File: src/atomic_op_pkg.sv
// constants for the atomic-operation capability and control bits
// assumes a 4 KB configuration space reached by dword-aligned accesses
package atomic_op_pkg;

  // ****************************************
  // function types
  // ****************************************
  typedef enum logic [2:0] {
    FUNC_ENDPOINT,
    FUNC_ROOT_PORT,
    FUNC_SWITCH_UP,
    FUNC_SWITCH_DOWN,
    FUNC_OTHER
  } func_type_t;

  // ****************************************
  // capability structure bases
  // ****************************************
  localparam logic [11:0] PCIE_CAP_BASE = 12'h070;
  localparam logic [11:0] AER_CAP_BASE = 12'h100;
  localparam logic [11:0] ACS_CAP_BASE = 12'h140;

  // ****************************************
  // register offsets
  // ****************************************
  localparam logic [11:0] CMD_OFFSET = 12'h004;
  localparam logic [11:0] ACS_CTL_OFFSET = 12'h006;
  localparam logic [11:0] DEV_CAP2_OFFSET = 12'h024;
  localparam logic [11:0] DEV_CTL2_OFFSET = 12'h028;
  localparam logic [11:0] UE_STATUS_OFFSET = 12'h004;
  localparam logic [11:0] UE_MASK_OFFSET = 12'h008;
  localparam logic [11:0] UE_SEV_OFFSET = 12'h00c;

  // ****************************************
  // field positions
  // ****************************************
  localparam int BUS_MASTER_BIT = 2;
  localparam int ROUTING_BIT = 6;
  localparam int CPL32_BIT = 7;
  localparam int CPL64_BIT = 8;
  localparam int CAS128_BIT = 9;
  localparam int REQ_EN_BIT = 6;
  localparam int EGRESS_BLOCK_BIT = 7;
  localparam int EGRESS_ERR_BIT = 24;
  localparam int REDIRECT_BIT = 3;

  // ****************************************
  // values after reset
  // ****************************************
  localparam logic BUS_MASTER_RESET = 1'b0;
  localparam logic REQ_EN_RESET = 1'b0;
  localparam logic EGRESS_BLOCK_RESET = 1'b0;
  localparam logic REDIRECT_RESET = 1'b0;
  localparam logic EGRESS_ERR_RESET = 1'b0;
  localparam logic [31:0] RDATA_RESET = 32'h0000_0000;
  localparam logic [7:0] TAG_RESET = 8'h00;

endpackage : atomic_op_pkg

File: src/egress_error_log.sv
// sticky egress-blocked status, mask and severity with error signalling
// assumes hot reset does not reach it; only the power-on reset clears it
`timescale 1ns/1ps
`default_nettype none
module egress_error_log
  import atomic_op_pkg::*;
(
  // clock and reset
  input wire logic clock,
  input wire logic reset_n,
  // events and software writes
  input wire logic blocked,
  input wire logic status_clear,
  input wire logic mask_write,
  input wire logic mask_value,
  input wire logic sev_write,
  input wire logic sev_value,
  // state and messages
  output logic status,
  output logic mask,
  output logic severity,
  output logic err_fatal,
  output logic err_advisory
);
  typedef struct packed {
    logic status;
    logic mask;
    logic severity;
    logic fatal;
    logic advisory;
  } log_state_t;

  log_state_t st, next_st;

  // set wins over a clear in the same cycle
  always_comb begin
    next_st = st;
    if (status_clear) next_st.status = 1'b0;
    if (blocked) next_st.status = 1'b1;
    if (mask_write) next_st.mask = mask_value;
    if (sev_write) next_st.severity = sev_value;
    next_st.fatal = blocked & ~st.mask & st.severity;
    next_st.advisory = blocked & ~st.mask & ~st.severity;
  end

  always_ff @(posedge clock or negedge reset_n) begin
    if (!reset_n) begin
      st <= '{EGRESS_ERR_RESET, EGRESS_ERR_RESET, EGRESS_ERR_RESET, 1'b0, 1'b0};
    end else begin
      st <= next_st;
    end
  end

  assign status = st.status;
  assign mask = st.mask;
  assign severity = st.severity;
  assign err_fatal = st.fatal;
  assign err_advisory = st.advisory;
endmodule : egress_error_log
`default_nettype wire

File: src/egress_gate.sv
// egress gate: forwards or blocks atomic requests leaving this port
// assumes one request per cycle, each marked with a tag
`timescale 1ns/1ps
`default_nettype none
module egress_gate
  import atomic_op_pkg::*;
(
  // clock and reset
  input wire logic clock,
  input wire logic reset_n,
  // request in
  input wire logic req_valid,
  input wire logic [7:0] req_tag,
  input wire logic block_en,
  // results
  output logic fwd_valid,
  output logic blocked,
  output logic [7:0] cpl_ur_tag
);
  typedef struct packed {
    logic fwd;
    logic blk;
    logic [7:0] tag;
  } gate_state_t;

  gate_state_t st, next_st;

  // a blocked request is never forwarded, and earns a UR completion
  always_comb begin
    next_st = st;
    next_st.fwd = req_valid & ~block_en;
    next_st.blk = req_valid & block_en;
    if (req_valid & block_en) next_st.tag = req_tag;
  end

  always_ff @(posedge clock or negedge reset_n) begin
    if (!reset_n) begin
      st <= '{1'b0, 1'b0, TAG_RESET};
    end else begin
      st <= next_st;
    end
  end

  assign fwd_valid = st.fwd;
  assign blocked = st.blk;
  assign cpl_ur_tag = st.tag;
endmodule : egress_gate
`default_nettype wire

File: src/atomic_op_ctrl.sv
// atomic-operation capability, control and egress-blocked error logging
// assumes a dword-aligned configuration port and synchronous request strobes
`timescale 1ns/1ps
`default_nettype none

// Notes on behaviour
// - routing offered equally on every switch port
// - bus mastering gates memory requests and forwarding
// - routing bit set only for routing ports
// - 32-bit completer bit needs memory space, except on root ports
// - 64-bit completer bit needs memory space, except on root ports
// - 128-bit compare-swap bit needs memory space, except on root ports
// - atomic issue needs requester and bus enables
// - requester enable writable when capable, resets zero
// - requester enable zero outside endpoints, root ports
// - egress blocking writable only on routing ports
// - blocking stops atomic requests leaving here
// - egress-blocked status sticky, write one clears
// - egress-blocked mask sticky read-write, resets zero
// - egress-blocked severity sticky read-write, resets zero
// - redirect strict-order peer completions upstream
// - blocked request logs error, returns UR completion
// - blocked request never sets UR detected
// - non-fatal severity means advisory non-fatal
module atomic_op_ctrl
  import atomic_op_pkg::*;
#(
  parameter func_type_t FUNC_TYPE = FUNC_ENDPOINT,
  parameter logic ROUTING_SUPPORTED = 1'b0,
  parameter logic HAS_MEM_BAR = 1'b1,
  parameter logic CPL32_SUPPORTED = 1'b1,
  parameter logic CPL64_SUPPORTED = 1'b1,
  parameter logic CAS128_SUPPORTED = 1'b0,
  parameter logic REQUESTER_WRITABLE = 1'b1,
  parameter logic REDIRECT_IMPL = 1'b0,
  parameter logic EGRESS_ERR_IMPL = 1'b1
)
(
  // clock and resets
  input wire logic clock,
  input wire logic reset_n,
  input wire logic hot_reset,
  // configuration access
  input wire logic cfg_req,
  input wire logic cfg_we,
  input wire logic [11:0] cfg_addr,
  input wire logic [3:0] cfg_be,
  input wire logic [31:0] cfg_wdata,
  output logic [31:0] cfg_rdata,
  output logic cfg_ack,
  // memory and io requests
  input wire logic mem_req_valid,
  output logic mem_req_grant,
  input wire logic upstream_fwd_valid,
  output logic upstream_fwd_grant,
  // atomic requests issued by this function
  input wire logic atomic_req_valid,
  output logic atomic_req_grant,
  output logic atomic_req_refused,
  // atomic requests leaving through this egress port
  input wire logic egress_atomic_valid,
  input wire logic [7:0] egress_atomic_tag,
  output logic egress_atomic_fwd,
  output logic egress_cpl_ur,
  output logic [7:0] egress_cpl_ur_tag,
  output logic err_fatal,
  output logic err_advisory_nonfatal,
  // other unsupported-request events
  input wire logic ur_event,
  input wire logic ur_detected_clear,
  output logic ur_detected,
  // peer-to-peer completions
  input wire logic p2p_cpl_valid,
  input wire logic p2p_cpl_relaxed,
  output logic cpl_redirect_up,
  output logic cpl_route_peer
);

  // ****************************************
  // port type decisions
  // ****************************************

  // a switch builds every port from one parameter set, so routing is uniform
  localparam logic IS_SWITCH = (FUNC_TYPE == FUNC_SWITCH_UP) || (FUNC_TYPE == FUNC_SWITCH_DOWN);
  localparam logic IS_ROOT = (FUNC_TYPE == FUNC_ROOT_PORT);
  localparam logic ROUTE_OK = ROUTING_SUPPORTED & (IS_SWITCH | IS_ROOT);
  localparam logic CPL_OK = HAS_MEM_BAR | IS_ROOT;
  localparam logic REQ_TYPE_OK = (FUNC_TYPE == FUNC_ENDPOINT) || IS_ROOT;
  localparam logic REQ_EN_RW = REQ_TYPE_OK & REQUESTER_WRITABLE;
  localparam logic BLOCK_RW = ROUTE_OK;

  // ****************************************
  // helper functions
  // ****************************************

  // true when the access falls on the dword holding a register
  function automatic logic reg_hit(input logic [11:0] addr, input logic [11:0] reg_addr);
    reg_hit = (addr[11:2] == reg_addr[11:2]);
  endfunction : reg_hit

  // dword bit position of a field, halfword offset included
  function automatic int dword_pos(input logic [11:0] reg_addr, input int bit_pos);
    dword_pos = bit_pos + (reg_addr[1] ? 16 : 0);
  endfunction : dword_pos

  // byte enable covering one bit of the dword
  function automatic logic lane_on(input logic [3:0] be, input int pos);
    lane_on = be[pos / 8];
  endfunction : lane_on

  // ****************************************
  // absolute register addresses
  // ****************************************
  localparam logic [11:0] CMD_ADDR = CMD_OFFSET;
  localparam logic [11:0] ACS_ADDR = ACS_CAP_BASE + ACS_CTL_OFFSET;
  localparam logic [11:0] CAP2_ADDR = PCIE_CAP_BASE + DEV_CAP2_OFFSET;
  localparam logic [11:0] CTL2_ADDR = PCIE_CAP_BASE + DEV_CTL2_OFFSET;
  localparam logic [11:0] UES_ADDR = AER_CAP_BASE + UE_STATUS_OFFSET;
  localparam logic [11:0] UEM_ADDR = AER_CAP_BASE + UE_MASK_OFFSET;
  localparam logic [11:0] UEV_ADDR = AER_CAP_BASE + UE_SEV_OFFSET;

  localparam int BM_POS = dword_pos(CMD_ADDR, BUS_MASTER_BIT);
  localparam int REQ_POS = dword_pos(CTL2_ADDR, REQ_EN_BIT);
  localparam int BLK_POS = dword_pos(CTL2_ADDR, EGRESS_BLOCK_BIT);
  localparam int RDR_POS = dword_pos(ACS_ADDR, REDIRECT_BIT);
  localparam int ERR_POS = dword_pos(UES_ADDR, EGRESS_ERR_BIT);

  // ****************************************
  // capability word
  // ****************************************

  // read-only bits fixed by the build; a bit is zero where the type forbids it
  localparam logic [31:0] CAP2_WORD =
    (32'(ROUTE_OK) << ROUTING_BIT) |
    (32'(CPL_OK & CPL32_SUPPORTED) << CPL32_BIT) |
    (32'(CPL_OK & CPL64_SUPPORTED) << CPL64_BIT) |
    (32'(CPL_OK & CAS128_SUPPORTED) << CAS128_BIT);

  // ****************************************
  // state
  // ****************************************
  typedef struct packed {
    logic bus_master;
    logic req_en;
    logic egress_block;
    logic redirect_en;
    logic [31:0] rdata;
    logic ack;
    logic mem_grant;
    logic fwd_grant;
    logic atomic_grant;
    logic atomic_refused;
    logic ur_flag;
    logic redirect_up;
    logic route_peer;
  } ctrl_state_t;

  ctrl_state_t st, next_st;

  // ****************************************
  // decode of configuration writes
  // ****************************************
  logic wr_cmd, wr_ctl2, wr_acs, wr_ues, wr_uem, wr_uev;
  logic err_status, err_mask, err_sev;
  logic blocked_evt;

  assign wr_cmd = cfg_req & cfg_we & reg_hit(cfg_addr, CMD_ADDR) & lane_on(cfg_be, BM_POS);
  assign wr_ctl2 = cfg_req & cfg_we & reg_hit(cfg_addr, CTL2_ADDR) & lane_on(cfg_be, REQ_POS);
  assign wr_acs = cfg_req & cfg_we & reg_hit(cfg_addr, ACS_ADDR) & lane_on(cfg_be, RDR_POS);
  assign wr_ues = cfg_req & cfg_we & reg_hit(cfg_addr, UES_ADDR) & lane_on(cfg_be, ERR_POS);
  assign wr_uem = cfg_req & cfg_we & reg_hit(cfg_addr, UEM_ADDR) & lane_on(cfg_be, ERR_POS);
  assign wr_uev = cfg_req & cfg_we & reg_hit(cfg_addr, UEV_ADDR) & lane_on(cfg_be, ERR_POS);

  // ****************************************
  // egress path and error log
  // ****************************************

  // blocking is taken from the register, so a change applies from the next request
  egress_gate u_gate (
    .clock(clock),
    .reset_n(reset_n),
    .req_valid(egress_atomic_valid),
    .req_tag(egress_atomic_tag),
    .block_en(st.egress_block),
    .fwd_valid(egress_atomic_fwd),
    .blocked(blocked_evt),
    .cpl_ur_tag(egress_cpl_ur_tag)
  );

  // sticky bits live apart so that hot reset never touches them
  egress_error_log u_log (
    .clock(clock),
    .reset_n(reset_n),
    .blocked(blocked_evt & EGRESS_ERR_IMPL),
    .status_clear(wr_ues & cfg_wdata[ERR_POS] & EGRESS_ERR_IMPL),
    .mask_write(wr_uem & EGRESS_ERR_IMPL),
    .mask_value(cfg_wdata[ERR_POS]),
    .sev_write(wr_uev & EGRESS_ERR_IMPL),
    .sev_value(cfg_wdata[ERR_POS]),
    .status(err_status),
    .mask(err_mask),
    .severity(err_sev),
    .err_fatal(err_fatal),
    .err_advisory(err_advisory_nonfatal)
  );

  // the completion strobe is the gate's blocked flop itself
  assign egress_cpl_ur = blocked_evt;

  // ****************************************
  // read data
  // ****************************************
  logic [31:0] rd_word;

  // unmapped or unimplemented bits read as zero
  always_comb begin
    rd_word = 32'h0000_0000;
    if (reg_hit(cfg_addr, CMD_ADDR)) begin
      rd_word[BM_POS] = st.bus_master;
    end else if (reg_hit(cfg_addr, CAP2_ADDR)) begin
      rd_word = CAP2_WORD;
    end else if (reg_hit(cfg_addr, CTL2_ADDR)) begin
      rd_word[REQ_POS] = st.req_en;
      rd_word[BLK_POS] = st.egress_block;
    end else if (reg_hit(cfg_addr, ACS_ADDR)) begin
      rd_word[RDR_POS] = st.redirect_en;
    end else if (reg_hit(cfg_addr, UES_ADDR)) begin
      rd_word[ERR_POS] = err_status;
    end else if (reg_hit(cfg_addr, UEM_ADDR)) begin
      rd_word[ERR_POS] = err_mask;
    end else if (reg_hit(cfg_addr, UEV_ADDR)) begin
      rd_word[ERR_POS] = err_sev;
    end
  end

  // ****************************************
  // next state
  // ****************************************
  always_comb begin
    next_st = st;

    // configuration answer one cycle after the request
    next_st.ack = cfg_req;
    if (cfg_req && !cfg_we) begin
      next_st.rdata = rd_word;
    end

    // control bits; hardwired ones never take a write
    if (wr_cmd) begin
      next_st.bus_master = cfg_wdata[BM_POS];
    end
    if (wr_ctl2 && REQ_EN_RW) begin
      next_st.req_en = cfg_wdata[REQ_POS];
    end
    if (wr_ctl2 && BLOCK_RW && lane_on(cfg_be, BLK_POS)) begin
      next_st.egress_block = cfg_wdata[BLK_POS];
    end
    if (wr_acs && REDIRECT_IMPL) begin
      next_st.redirect_en = cfg_wdata[RDR_POS];
    end

    // memory requests and upstream forwarding need bus mastering
    next_st.mem_grant = mem_req_valid & st.bus_master;
    next_st.fwd_grant = upstream_fwd_valid & st.bus_master & (IS_ROOT | IS_SWITCH);

    // atomic issue needs both enables; the enable is not a capability
    next_st.atomic_grant = atomic_req_valid & st.req_en & st.bus_master;
    next_st.atomic_refused = atomic_req_valid & ~(st.req_en & st.bus_master);

    // only other UR events set the flag; egress blocking is kept out of it
    if (ur_detected_clear) next_st.ur_flag = 1'b0;
    if (ur_event) next_st.ur_flag = 1'b1;

    // strict-order peer completions go upstream when redirect is on
    next_st.redirect_up = p2p_cpl_valid & st.redirect_en & ~p2p_cpl_relaxed;
    next_st.route_peer = p2p_cpl_valid & ~(st.redirect_en & ~p2p_cpl_relaxed);

    // hot reset clears the non-sticky controls and the UR detected flag only
    if (hot_reset) begin
      next_st.bus_master = BUS_MASTER_RESET;
      next_st.req_en = REQ_EN_RESET;
      next_st.egress_block = EGRESS_BLOCK_RESET;
      next_st.redirect_en = REDIRECT_RESET;
      next_st.ur_flag = 1'b0;
    end
  end

  // ****************************************
  // state register
  // ****************************************
  always_ff @(posedge clock or negedge reset_n) begin
    if (!reset_n) begin
      st.bus_master <= BUS_MASTER_RESET;
      st.req_en <= REQ_EN_RESET;
      st.egress_block <= EGRESS_BLOCK_RESET;
      st.redirect_en <= REDIRECT_RESET;
      st.rdata <= RDATA_RESET;
      st.ack <= 1'b0;
      st.mem_grant <= 1'b0;
      st.fwd_grant <= 1'b0;
      st.atomic_grant <= 1'b0;
      st.atomic_refused <= 1'b0;
      st.ur_flag <= 1'b0;
      st.redirect_up <= 1'b0;
      st.route_peer <= 1'b0;
    end else begin
      st <= next_st;
    end
  end

  // ****************************************
  // outputs
  // ****************************************
  assign cfg_rdata = st.rdata;
  assign cfg_ack = st.ack;
  assign mem_req_grant = st.mem_grant;
  assign upstream_fwd_grant = st.fwd_grant;
  assign atomic_req_grant = st.atomic_grant;
  assign atomic_req_refused = st.atomic_refused;
  assign ur_detected = st.ur_flag;
  assign cpl_redirect_up = st.redirect_up;
  assign cpl_route_peer = st.route_peer;

endmodule : atomic_op_ctrl
`default_nettype wire

File: config.mk
export PLATFORM = sky130hd
export DESIGN_NAME = atomic_op_ctrl
export DESIGN_NICKNAME = d
export VERILOG_FILES = /design/src/atomic_op_pkg.sv /design/src/egress_error_log.sv /design/src/egress_gate.sv /design/src/atomic_op_ctrl.sv
export SDC_FILE = /design/constraint.sdc
export NUM_CORES = 1
export LEC_CHECK = 0
export ABC_AREA = 1
export BUFFER_PORTS_ARGS = -buffer_cell sky130_fd_sc_hd__buf_2
export CAP_MARGIN = 20
export CORE_ASPECT_RATIO = 0.75
export CORE_MARGIN = 2
export CORE_UTILIZATION = 30
export DETAILED_ROUTE_END_ITERATION = 6
export GPL_TIMING_DRIVEN = 0
export PLACE_DENSITY_LB_ADDON = 0.1
export SLEW_MARGIN = 30
export SYNTH_ARGS = -nofsm -noshare
export SYNTH_HDL_FRONTEND = slang
export SYNTH_SLANG_ARGS = --single-unit
File: constraint.sdc
create_clock -name clock -period 2.5 [get_ports clock]
set_clock_uncertainty 0.1 [all_clocks]
set_input_delay 0.125 -clock clock [delete_from_list [all_inputs] [get_ports clock]]
set_output_delay 0.125 -clock clock [all_outputs]
set_load 0.03 [all_outputs]
; ---- Word-level counts from Yosys, hierarchy flattened
; Index checks and enable logic that the tools add are counted.
[classes]
n_bitwise = 18
n_eq_ne = 7
reduce_logical = 5
mux = 18
[op_table]
columns = op, n
row1 = $eq 10x7->1 const B, 4
row2 = $mux 22, 1
row3 = $eq 10x6->1 const B, 2
row4 = $and 1x1->1, 17
row5 = $mux 1, 15
row6 = $eq 10x1->1 const B, 1
row7 = $mux 4, 1
row8 = $reduce_bool 2->1, 2
row9 = $reduce_bool 3->1, 1
row10 = $mux 2, 1
row11 = $logic_and 1x1->1, 1
row12 = $logic_not 1->1, 1
row13 = $not 1->1, 1
[totals]
word_cells = 61
input_bits = 69
regBits = 42
out_inout_bits = 52

; ---- Logic depth before layout (Yosys ltp)
; Gate-level depths: netlist of run 1.
[logic_depth]
ltp_word = 8
mapped_depth = 8
ltp_nobuf = 8

; ---- Hierarchy
; A second synthesis of run 1 with hierarchy kept.
[hier_totals]
cells_unflattened = 187
area_unflattened_um2 = 1541.5
[modules_own_cells]
columns = module, n_inst, seq_area_each_um2, area_each_um2, cells_each
row1 = atomic_op_ctrl, 1, 300.3, 948.4, 125
row2 = egress_gate, 1, 250.2, 404.1, 40
row3 = egress_error_log, 1, 125.1, 188.9, 22

; ---- Worst setup path before layout of run 1
; OpenSTA, ideal clock, no wires.
[synth_path]
path_type = flip-flop to flip-flop
from = register, netlist name ur_detected
to = register st, in the netlist ur_detected
arrival_time_ns = 0.683
setup_time_ns = 0.118
slack_ns = 1.599
required_time_ns = 2.282
path_buffers = 0
stages_incl_launch_ff = 3
period_less_slack_ns = 0.901
cell_sequence = dfrtp_1 a21oi_1 nor2_1
[synth_rtl]
columns = element, line_no
row1 = end signal: assignment, atomic_op_ctrl.sv:307  ; st <= next_st;
row2 = end: declaration, atomic_op_ctrl.sv:158  ; ctrl_state_t st, next_st;

==> run metrics, run 1 <==
flops & latches, synth=15; max-cap violation count=0; DRC Markers=0; Port Buffers=37; DP HPWL=1.86 mm; 1st-iter DRT viols=37; post-synthesis cell area=1120 um^2; Initial Util=0.309; Clk pin slew, worst setup/hold paths=60 ps; wire per inst=7.52 um; chip height=57.0 um; FF-to-FF path depth=3; number of global-route vias before repair=951; htree depth=1; GR Overflow Total=0; first-pass GRT wire length=3.81 mm; peak supply drop=0.222 mV; Pwr Density=398 nW/um^2; share of cells above drive strength 1=0.402; Yosys Warn Count=0; CTS Root Buffer Type=clkbuf_8; cells after synthesis=154; CTS buffer count=3; Avg Inst Size Synth=7.30 um^2; drt total wl=2.20 mm; final setup fails=0; min cycle time layout=1320 ps; core area=3640 um^2; Antenna Nets Post-Route=0; crit end category=flop; cts repair resizes=0; Max Slew Vio Count=0; # IOs=121; min-delay worst type=in2reg; Synth-to-Final Area Change=45.6%; Placer Congestion=0.746; largest net degree at the start of global routing=16; GR Util All Layers=0.116; Leak=1.05 nW; Max Fanout on Critical Path=2; Worst Slack Setup Final=1180 ps; initial antenna violation count=0; Final period util=0.528; # rows=19; fmax=0.758 GHz; Final Hold Fails=0; post-route setup TNS=0 ps; CTS tree=built; total iterations of the first detailed-routing run=4; RSZ-0062 raised after global routing=no; startpoint types=flop; Setup Fix Bufs, Post-CTS=0; Cell variety after synth=14; Die W=74.7 um; detailed-route via count=988; die area=4260 um^2; kind of critical path=reg2reg; Clock Tree Buf Depth=2; Sink Count=15; dpl ws=1410 ps; hold path cells=3; vias per cell=3.37; Worst Path Required=2530 ps; Arr. time, crit path=1350 ps; fin nets=311; n_diodes=0; Skew-Pair Late Insertion Delay=250 ps; Hold-fix buffers, CTS=7; final core utilization=0.450; Seq/Total Area, Yosys=0.334; status=finished clean
## critical path: stages, from the launching register on
cell and delay (ps):
dfrtp_1 380, a21oi_1 140, nor2_1 40, dlygate4sd3_1 540
## final cells by class
class,count,area (um^2)
clock inverters,1,5.00
clock buffers,3,41.3
repair buffers,44,255
fillers,404,2000
well taps,52,65.1
flip-flops and latches,15,375
plain buffers,45,338
multi-input cells,105,453
inverters,28,105
## stage by stage
stage	hold WS (ps)	power (mW)	instances	instance area (um^2)
after floorplan	-271	0.412	193	1270
after global placement	-41.7	0.448	282	1520
after detailed placement	-45.2	0.449	282	1520
after CTS	2.55	0.659	293	1640
after global routing	4.01	0.695	293	1640
final	5.06	0.652	293	1640
## report_power, final
part | switching [mW] | internal, mW | leakage, nW | total, mW
sequential | 0.00131 | 0.247 | 0.189 | 0.249
clock | 0.0865 | 0.110 | 0.0255 | 0.197
combinational | 0.132 | 0.0746 | 0.841 | 0.206
## state kept, by name (all words and copies together), names as in the netlist
name	flops
cpl_route_peer	1
cfg_rdata	4
cfg_ack	1
u_log.severity	1
st	2
u_gate.fwd_valid	1
ur_detected	1
atomic_req_grant	1
atomic_req_refused	1
u_log.mask	1
mem_req_grant	1
## metal layers
metal / track usage / share of wire / vias up
met3: 0.0459 / 0.10 / 0
li1: - / - / 544
met2: 0.176 / 0.42 / 54
met1: 0.157 / 0.48 / 390
met4: 0.0281 / 0 / 0
met5: 0 / 0 / -
## cells by family after synthesis
kind of cell	share of synthesized area
other	0.00333
AND/OR/NAND/NOR	0.260
flip-flops	0.334
buffers and inverters	0.394
AO/OA/AOI/OAI	0.00890
## cell usage after synthesis
cell,count,area share
a21oi_1,2,0.0089
nand3_1,6,0.027
buf_4,45,0.30
inv_1,26,0.087
nor2_4,2,0.020
inv_2,2,0.0067
nand4_1,6,0.033
nand2_2,3,0.017
dfrtp_1,15,0.33
conb_1,1,0.0033
nor3_1,1,0.0044
nor2_2,4,0.022
nand2_1,27,0.090
nor2_1,14,0.047
## placed cells by master (no fill, tap or decap), drive strengths merged
cell type    Yosys  routed
nor2            20      20
nand4            6       6
nand3            6       6
inv             28      28
dfrtp           15      15
clkinv           0       1
nor3             1       1
nand2           30      30
conb             1      40
dlygate4sd3      0       7
clkbuf           0       3
a21oi            2       2
buf             45      82
## worst paths after layout
check,start,to,slack (ps)
worst max-delay path,ur_detected,ur_detected,1180
worst min-delay path,atomic_req_valid,atomic_req_refused,5
worst max register to register,ur_detected,ur_detected,1180
worst min register to register,st[42],atomic_req_refused,370
max in group asynchronous,reset_n,atomic_req_refused,1830
min in group asynchronous,reset_n,cfg_ack,220
Power figures use the tool's default switching activity.
==> inputs of run 2 (changes only) <==
--- a/config.mk
+++ b/config.mk
@@ -5,7 +5,7 @@
 export SDC_FILE = /design/constraint.sdc
 export NUM_CORES = 1
 export LEC_CHECK = 0
-export ABC_AREA = 1
+export ABC_AREA = 0
 export BUFFER_PORTS_ARGS = -buffer_cell sky130_fd_sc_hd__buf_2
 export CAP_MARGIN = 20
 export CORE_ASPECT_RATIO = 0.75
==> constraint.sdc (replaced) <==
create_clock -name clock -period 1.3 [get_ports clock]
set_clock_uncertainty 0.1 [all_clocks]
set_input_delay 0.065 -clock clock [delete_from_list [all_inputs] [get_ports clock]]
set_output_delay 0.065 -clock clock [all_outputs]
set_load 0.03 [all_outputs]
==> run metrics, run 2 <==
commonest non-fill, non-tap cell in the layout=buf_4; Async S/R FF share, synth=1.00; largest net degree at the start of global routing=16; 1st-iter DRT viols=15; die area=3890 um^2; Critical Path Max Stage Delay=540 ps; power consumption=1.24 mW; min-delay worst type=in2reg; fin nets=263; CTS tree=built; vias per cell=3.70; Slowest-stage cell, CP=or4b_4; Clk pin slew, worst setup/hold paths=60 ps; share of cells above drive strength 1=0.477; flops & latches, synth=15; Setup Fix Bufs, Post-CTS=0; Worst-Margin Slew=586 ps; CTS buffer count=3; Synth-to-Final Area Change=51.8%; max FFs per register=4; failing checks=hold timing; initial antenna violation count=0; Final period util=0.914; Critical Path Start=cfg_addr[6]; number of global-route vias before repair=685; first-pass GRT wire length=2.93 mm; crit end category=flop; Critical Path Sink=st[42]; wire per inst=8.76 um; peak supply drop=0.255 mV; FF-to-FF path depth=3; max-cap violation count=0; GR Overflow Total=0; Clock Tree Buf Depth=2; Leak=0.889 nW; post-synth top area cell=dfrtp_1; detailed-route via count=861; # IOs=121; HP Start=cfg_wdata[6]; CTS Root Buffer Type=clkbuf_8; share of Yosys cell area claimed by the top area cell type=0.368; Pwr Density=799 nW/um^2; Cell variety after synth=25; Port Buffers=37; final core utilization=0.474; Slew HR=0.606; Placer Congestion=0.721; Antenna Nets Post-Route=0; CP cell instances=buf_2 -> or4b_4 -> nor4_2 -> mux2i_1; final instance area=1550 um^2; top cells by area in the synthesized netlist=dfrtp_1 37%, buf_4 33%, mux2_2 3.3%, nand2b_1 3.1%, nand4_1 3.1%; cells after synthesis=103; Worst R2R Setup Slack=270 ps; # rows=18; most numerous cell in the Yosys netlist=buf_4; Worst Path Required=1370 ps; FF+latch area=375 um^2; top cells by count, synth=45 x buf_4, 15 x dfrtp_1, 5 x nand2_1, 5 x nand2b_1, 5 x nand4_1; Sink Count=15; cts repair resizes=0; post-route setup TNS=0 ps; kind of critical path=in2reg; RSZ-0062 raised after global routing=no; core area=3270 um^2; most frequent cells in the layout=45 x buf_4, 40 x conb_1, 37 x buf_2; Final Hold Fails=1; final setup fails=0; DRC Markers=0; Die W=71.3 um; min cycle time layout=1190 ps; Area after DPL=1400 um^2; reg2reg start=u_log.mask; total iterations of the first detailed-routing run=2; Post-synth EDFFs=0; Max Fanout on Critical Path=3; multi-input logic area=449 um^2; worst hold margin=-3.97 ps; Seq/Total Area, Yosys=0.368; startpoint types=input pin; status=finished, violations left; DP HPWL=1.73 mm; Initial Util=0.312; Yosys Warn Count=0; post-synthesis cell area=1020 um^2; fmax=0.842 GHz; Arr. time, crit path=1260 ps; n_diodes=0; Max Slew Vio Count=0; GR Util All Layers=0.0988; chip height=54.5 um; Reg-to-Reg End=cfg_rdata[24]; predominant post-synthesis flop cell=dfrtp_1; drt total wl=2.04 mm; Avg Inst Size Synth=9.90 um^2; htree depth=1; Skew-Pair Late Insertion Delay=250 ps; FILL cells=317
[run 2: changes by cell type in the layout (fill, tap and decap cells not counted), sizes merged, moves of 5 or more]
cell    delta
inv       -27
nor2      -18
nand2     -25
nand3      -5
nand2b     +5
[run 2: worst min path at each step]
stage | to | slack (ps) | cells past startpoint
6_report | st[42] | -4 | 3
3_5_place_dp | cpl_route_peer | -110 | 1
4_1_cts | st[42] | 5 | 3
5_1_grt | st[42] | 20 | 3
2_1_floorplan | atomic_req_grant | -330 | 0
3_3_place_gp | mem_req_grant | -110 | 1
[run 2: final cells by class]
class	instances	area share
multi-input combinational	81	0.290
sequential	15	0.243
buffer	45	0.218
timing repair buffer	47	0.184
tap	40	0.0323
clock buffer	3	0.0267
clock inverter	1	0.00323
inverter	1	0.00243
[run 2: through the flow]
stage | setup WS [ps] | hold WS, ps | cells
after floorplan | 60.9 | -331 | 142
after global placement | -123 | -114 | 219
after detailed placement | -135 | -111 | 219
after CTS | 109 | 5.32 | 233
after global routing | 49.0 | 23.5 | 233
final | 112 | -3.97 | 233
[run 2: timing repair]
action | in CTS | in global routing
endpoints found under the hold margin | 25 | 0
setup endpoints to repair | 0 | 0
hold buffers | 10 | 0
[run 2: power by group]
| part | internal, mW | switching [mW] | leakage (nW) |
|---|---|---|---|
| clock | 0.212 | 0.163 | 0.0255 |
| sequential | 0.475 | 0.00210 | 0.199 |
| combinational | 0.147 | 0.237 | 0.665 |
| total | 0.834 | 0.402 | 0.889 |
[run 2: logic make-up (layout without fill, tap and decap cells)]
kind of cell           after synthesis  after routing  share of synthesized area
buffers and inverters               46             97                      0.335
other                                1             40                    0.00368
multiplexers                         5              5                     0.0528
AO/OA/AOI/OAI                        6              6                     0.0344
AND/OR/NAND/NOR                     30             30                      0.206
flip-flops                          15             15                      0.368
[run 2: worst max-delay path: cells and delay by family]
kind                   cells  cell delay (ps)
and+or+nand+nor            2              850
buffers and inverters      1              120
muxes                      1              220
[run 2: per-layer routing]
layer | vias to the layer above | track usage | share of wire
met5 | - | 0 | 0
met4 | 0 | 0.0377 | 0.0093
met3 | 2 | 0.0276 | 0.091
met2 | 40 | 0.199 | 0.52
met1 | 372 | 0.0989 | 0.38
li1 | 447 | - | -
==> inputs of run 3 (changes only) <==
==> constraint.sdc (replaced) <==
create_clock -name clock -period 1.3 [get_ports clock]
set_clock_uncertainty 0.1 [all_clocks]
set_input_delay 0.13 -clock clock [delete_from_list [all_inputs] [get_ports clock]]
set_output_delay 0.13 -clock clock [all_outputs]
set_load 0.03 [all_outputs]
==> run metrics, run 3 (same netlist as run 2, synthesis figures left out) <==
Synth-to-Final Area Change=50.9%; total iterations of the first detailed-routing run=4; Area after DPL=1410 um^2; Leak=0.890 nW; DRC Markers=0; CTS buffer count=3; CTS tree=built; detailed-route via count=854; min-delay worst type=in2reg; Die W=71.3 um; n_diodes=0; GR Util All Layers=0.0984; post-route setup TNS=0 ps; fmax=0.816 GHz; chip height=54.5 um; vias per cell=3.71; GR Overflow Total=0; Worst-Margin Slew=516 ps; fin nets=260; Clk pin slew, worst setup/hold paths=60 ps; kind of critical path=in2reg; max FFs per register=4; wire per inst=8.87 um; die area=3890 um^2; HP Start=cfg_wdata[2]; hold path cells=3; startpoint types=input pin; number of global-route vias before repair=726; final setup fails=0; htree depth=1; worst hold endpoint=st[43]; crit end category=flop; RSZ-0062 raised after global routing=no; # IOs=121; max-cap violation count=0; Worst R2R Setup Slack=280 ps; Port Buffers=37; Max Slew Vio Count=0; status=finished clean; Placer Congestion=0.736; Setup Fix Bufs, Post-CTS=0; Slew HR=0.651; CTS Root Buffer Type=clkbuf_8; Pwr Density=807 nW/um^2; Max Fanout on Critical Path=3; drt total wl=2.04 mm; first-pass GRT wire length=2.84 mm; Final Hold Fails=0; Antenna Nets Post-Route=0; core area=3270 um^2; Reg-to-Reg End=cfg_rdata[24]; peak supply drop=0.301 mV; FF-to-FF path depth=3; Skew-Pair Late Insertion Delay=250 ps; Final period util=0.943; min cycle time layout=1230 ps; reg2reg start=u_log.severity; Sink Count=15; Arr. time, crit path=1300 ps; Clock Tree Buf Depth=2; Initial Util=0.312; Worst Slack Setup Final=73.8 ps; dpl ws=-252 ps; commonest non-fill, non-tap cell in the layout=buf_4; Worst Path Required=1380 ps; largest net degree at the start of global routing=16; most frequent cells in the layout=45 x buf_4, 40 x conb_1, 37 x buf_2; # rows=18; final instance area=1540 um^2; 1st-iter DRT viols=13; initial antenna violation count=0; share of cells above drive strength 1=0.489
-- run 3: where the power goes --
part / switching (mW) / leakage (nW) / total, mW / internal (mW)
sequential: 0.00213 / 0.199 / 0.477 / 0.475
clock: 0.169 / 0.0255 / 0.381 / 0.212
combinational: 0.240 / 0.665 / 0.383 / 0.142
total: 0.411 / 0.890 / 1.24 / 0.830
-- run 3: stage by stage --
| step | utilization | power [mW] | hold WS [ps] | instances |
|---|---|---|---|---|
| floorplan | - | 0.773 | -266 | 142 |
| global route | 0.471 | 1.31 | 33.2 | 230 |
| global placement | 0.433 | 0.842 | -52.1 | 219 |
| CTS | 0.469 | 1.25 | 28.4 | 230 |
| finish | 0.471 | 1.24 | 30.4 | 230 |
| detailed placement | 0.433 | 0.846 | -45.8 | 219 |
-- run 3: routing by layer --
layer / vias up / routed length, um / track usage
li1: 442 / - / -
met1: 360 / 778 / 0.0969
met2: 50 / 1040 / 0.196
met3: 2 / 212 / 0.0276
met4: 0 / 13 / 0.0472
met5: - / 0 / 0
-- run 3: how the worst max path moves through the flow --
stage | from | end | slack, ps | depth (start not counted)
after floorplan | cfg_addr[6] | st[42] | -0.4 | 3
after CTS | cfg_addr[9] | u_log.severity | 20 | 4
final | cfg_addr[6] | st[42] | 70 | 4
after global placement | cfg_addr[9] | u_log.severity | -200 | 4
after global routing | cfg_addr[9] | st[43] | 9 | 4
after detailed placement | cfg_addr[9] | u_log.severity | -250 | 4
-- run 3: layout make-up --
class / count / area, um^2
multi-input combinational: 81 / 470
inverter: 1 / 3.75
clock buffer: 3 / 41.3
buffer: 45 / 338
fill: 324 / 1730
clock inverter: 1 / 5.00
sequential: 15 / 375
tap: 40 / 50.0
timing repair buffer: 44 / 255
-- run 3: what timing repair did --
action | CTS | global route
hold buffers | 7 | 0
endpoints found under the hold margin | 20 | 0
setup endpoints to repair | 0 | 2
gates resized for setup | 0 | 1
-- run 3: worst max-delay path, cell delays in order --
cell and delay [ps]:
buf_2 120, or4b_4 570, nor4_4 280, mux2i_1 210
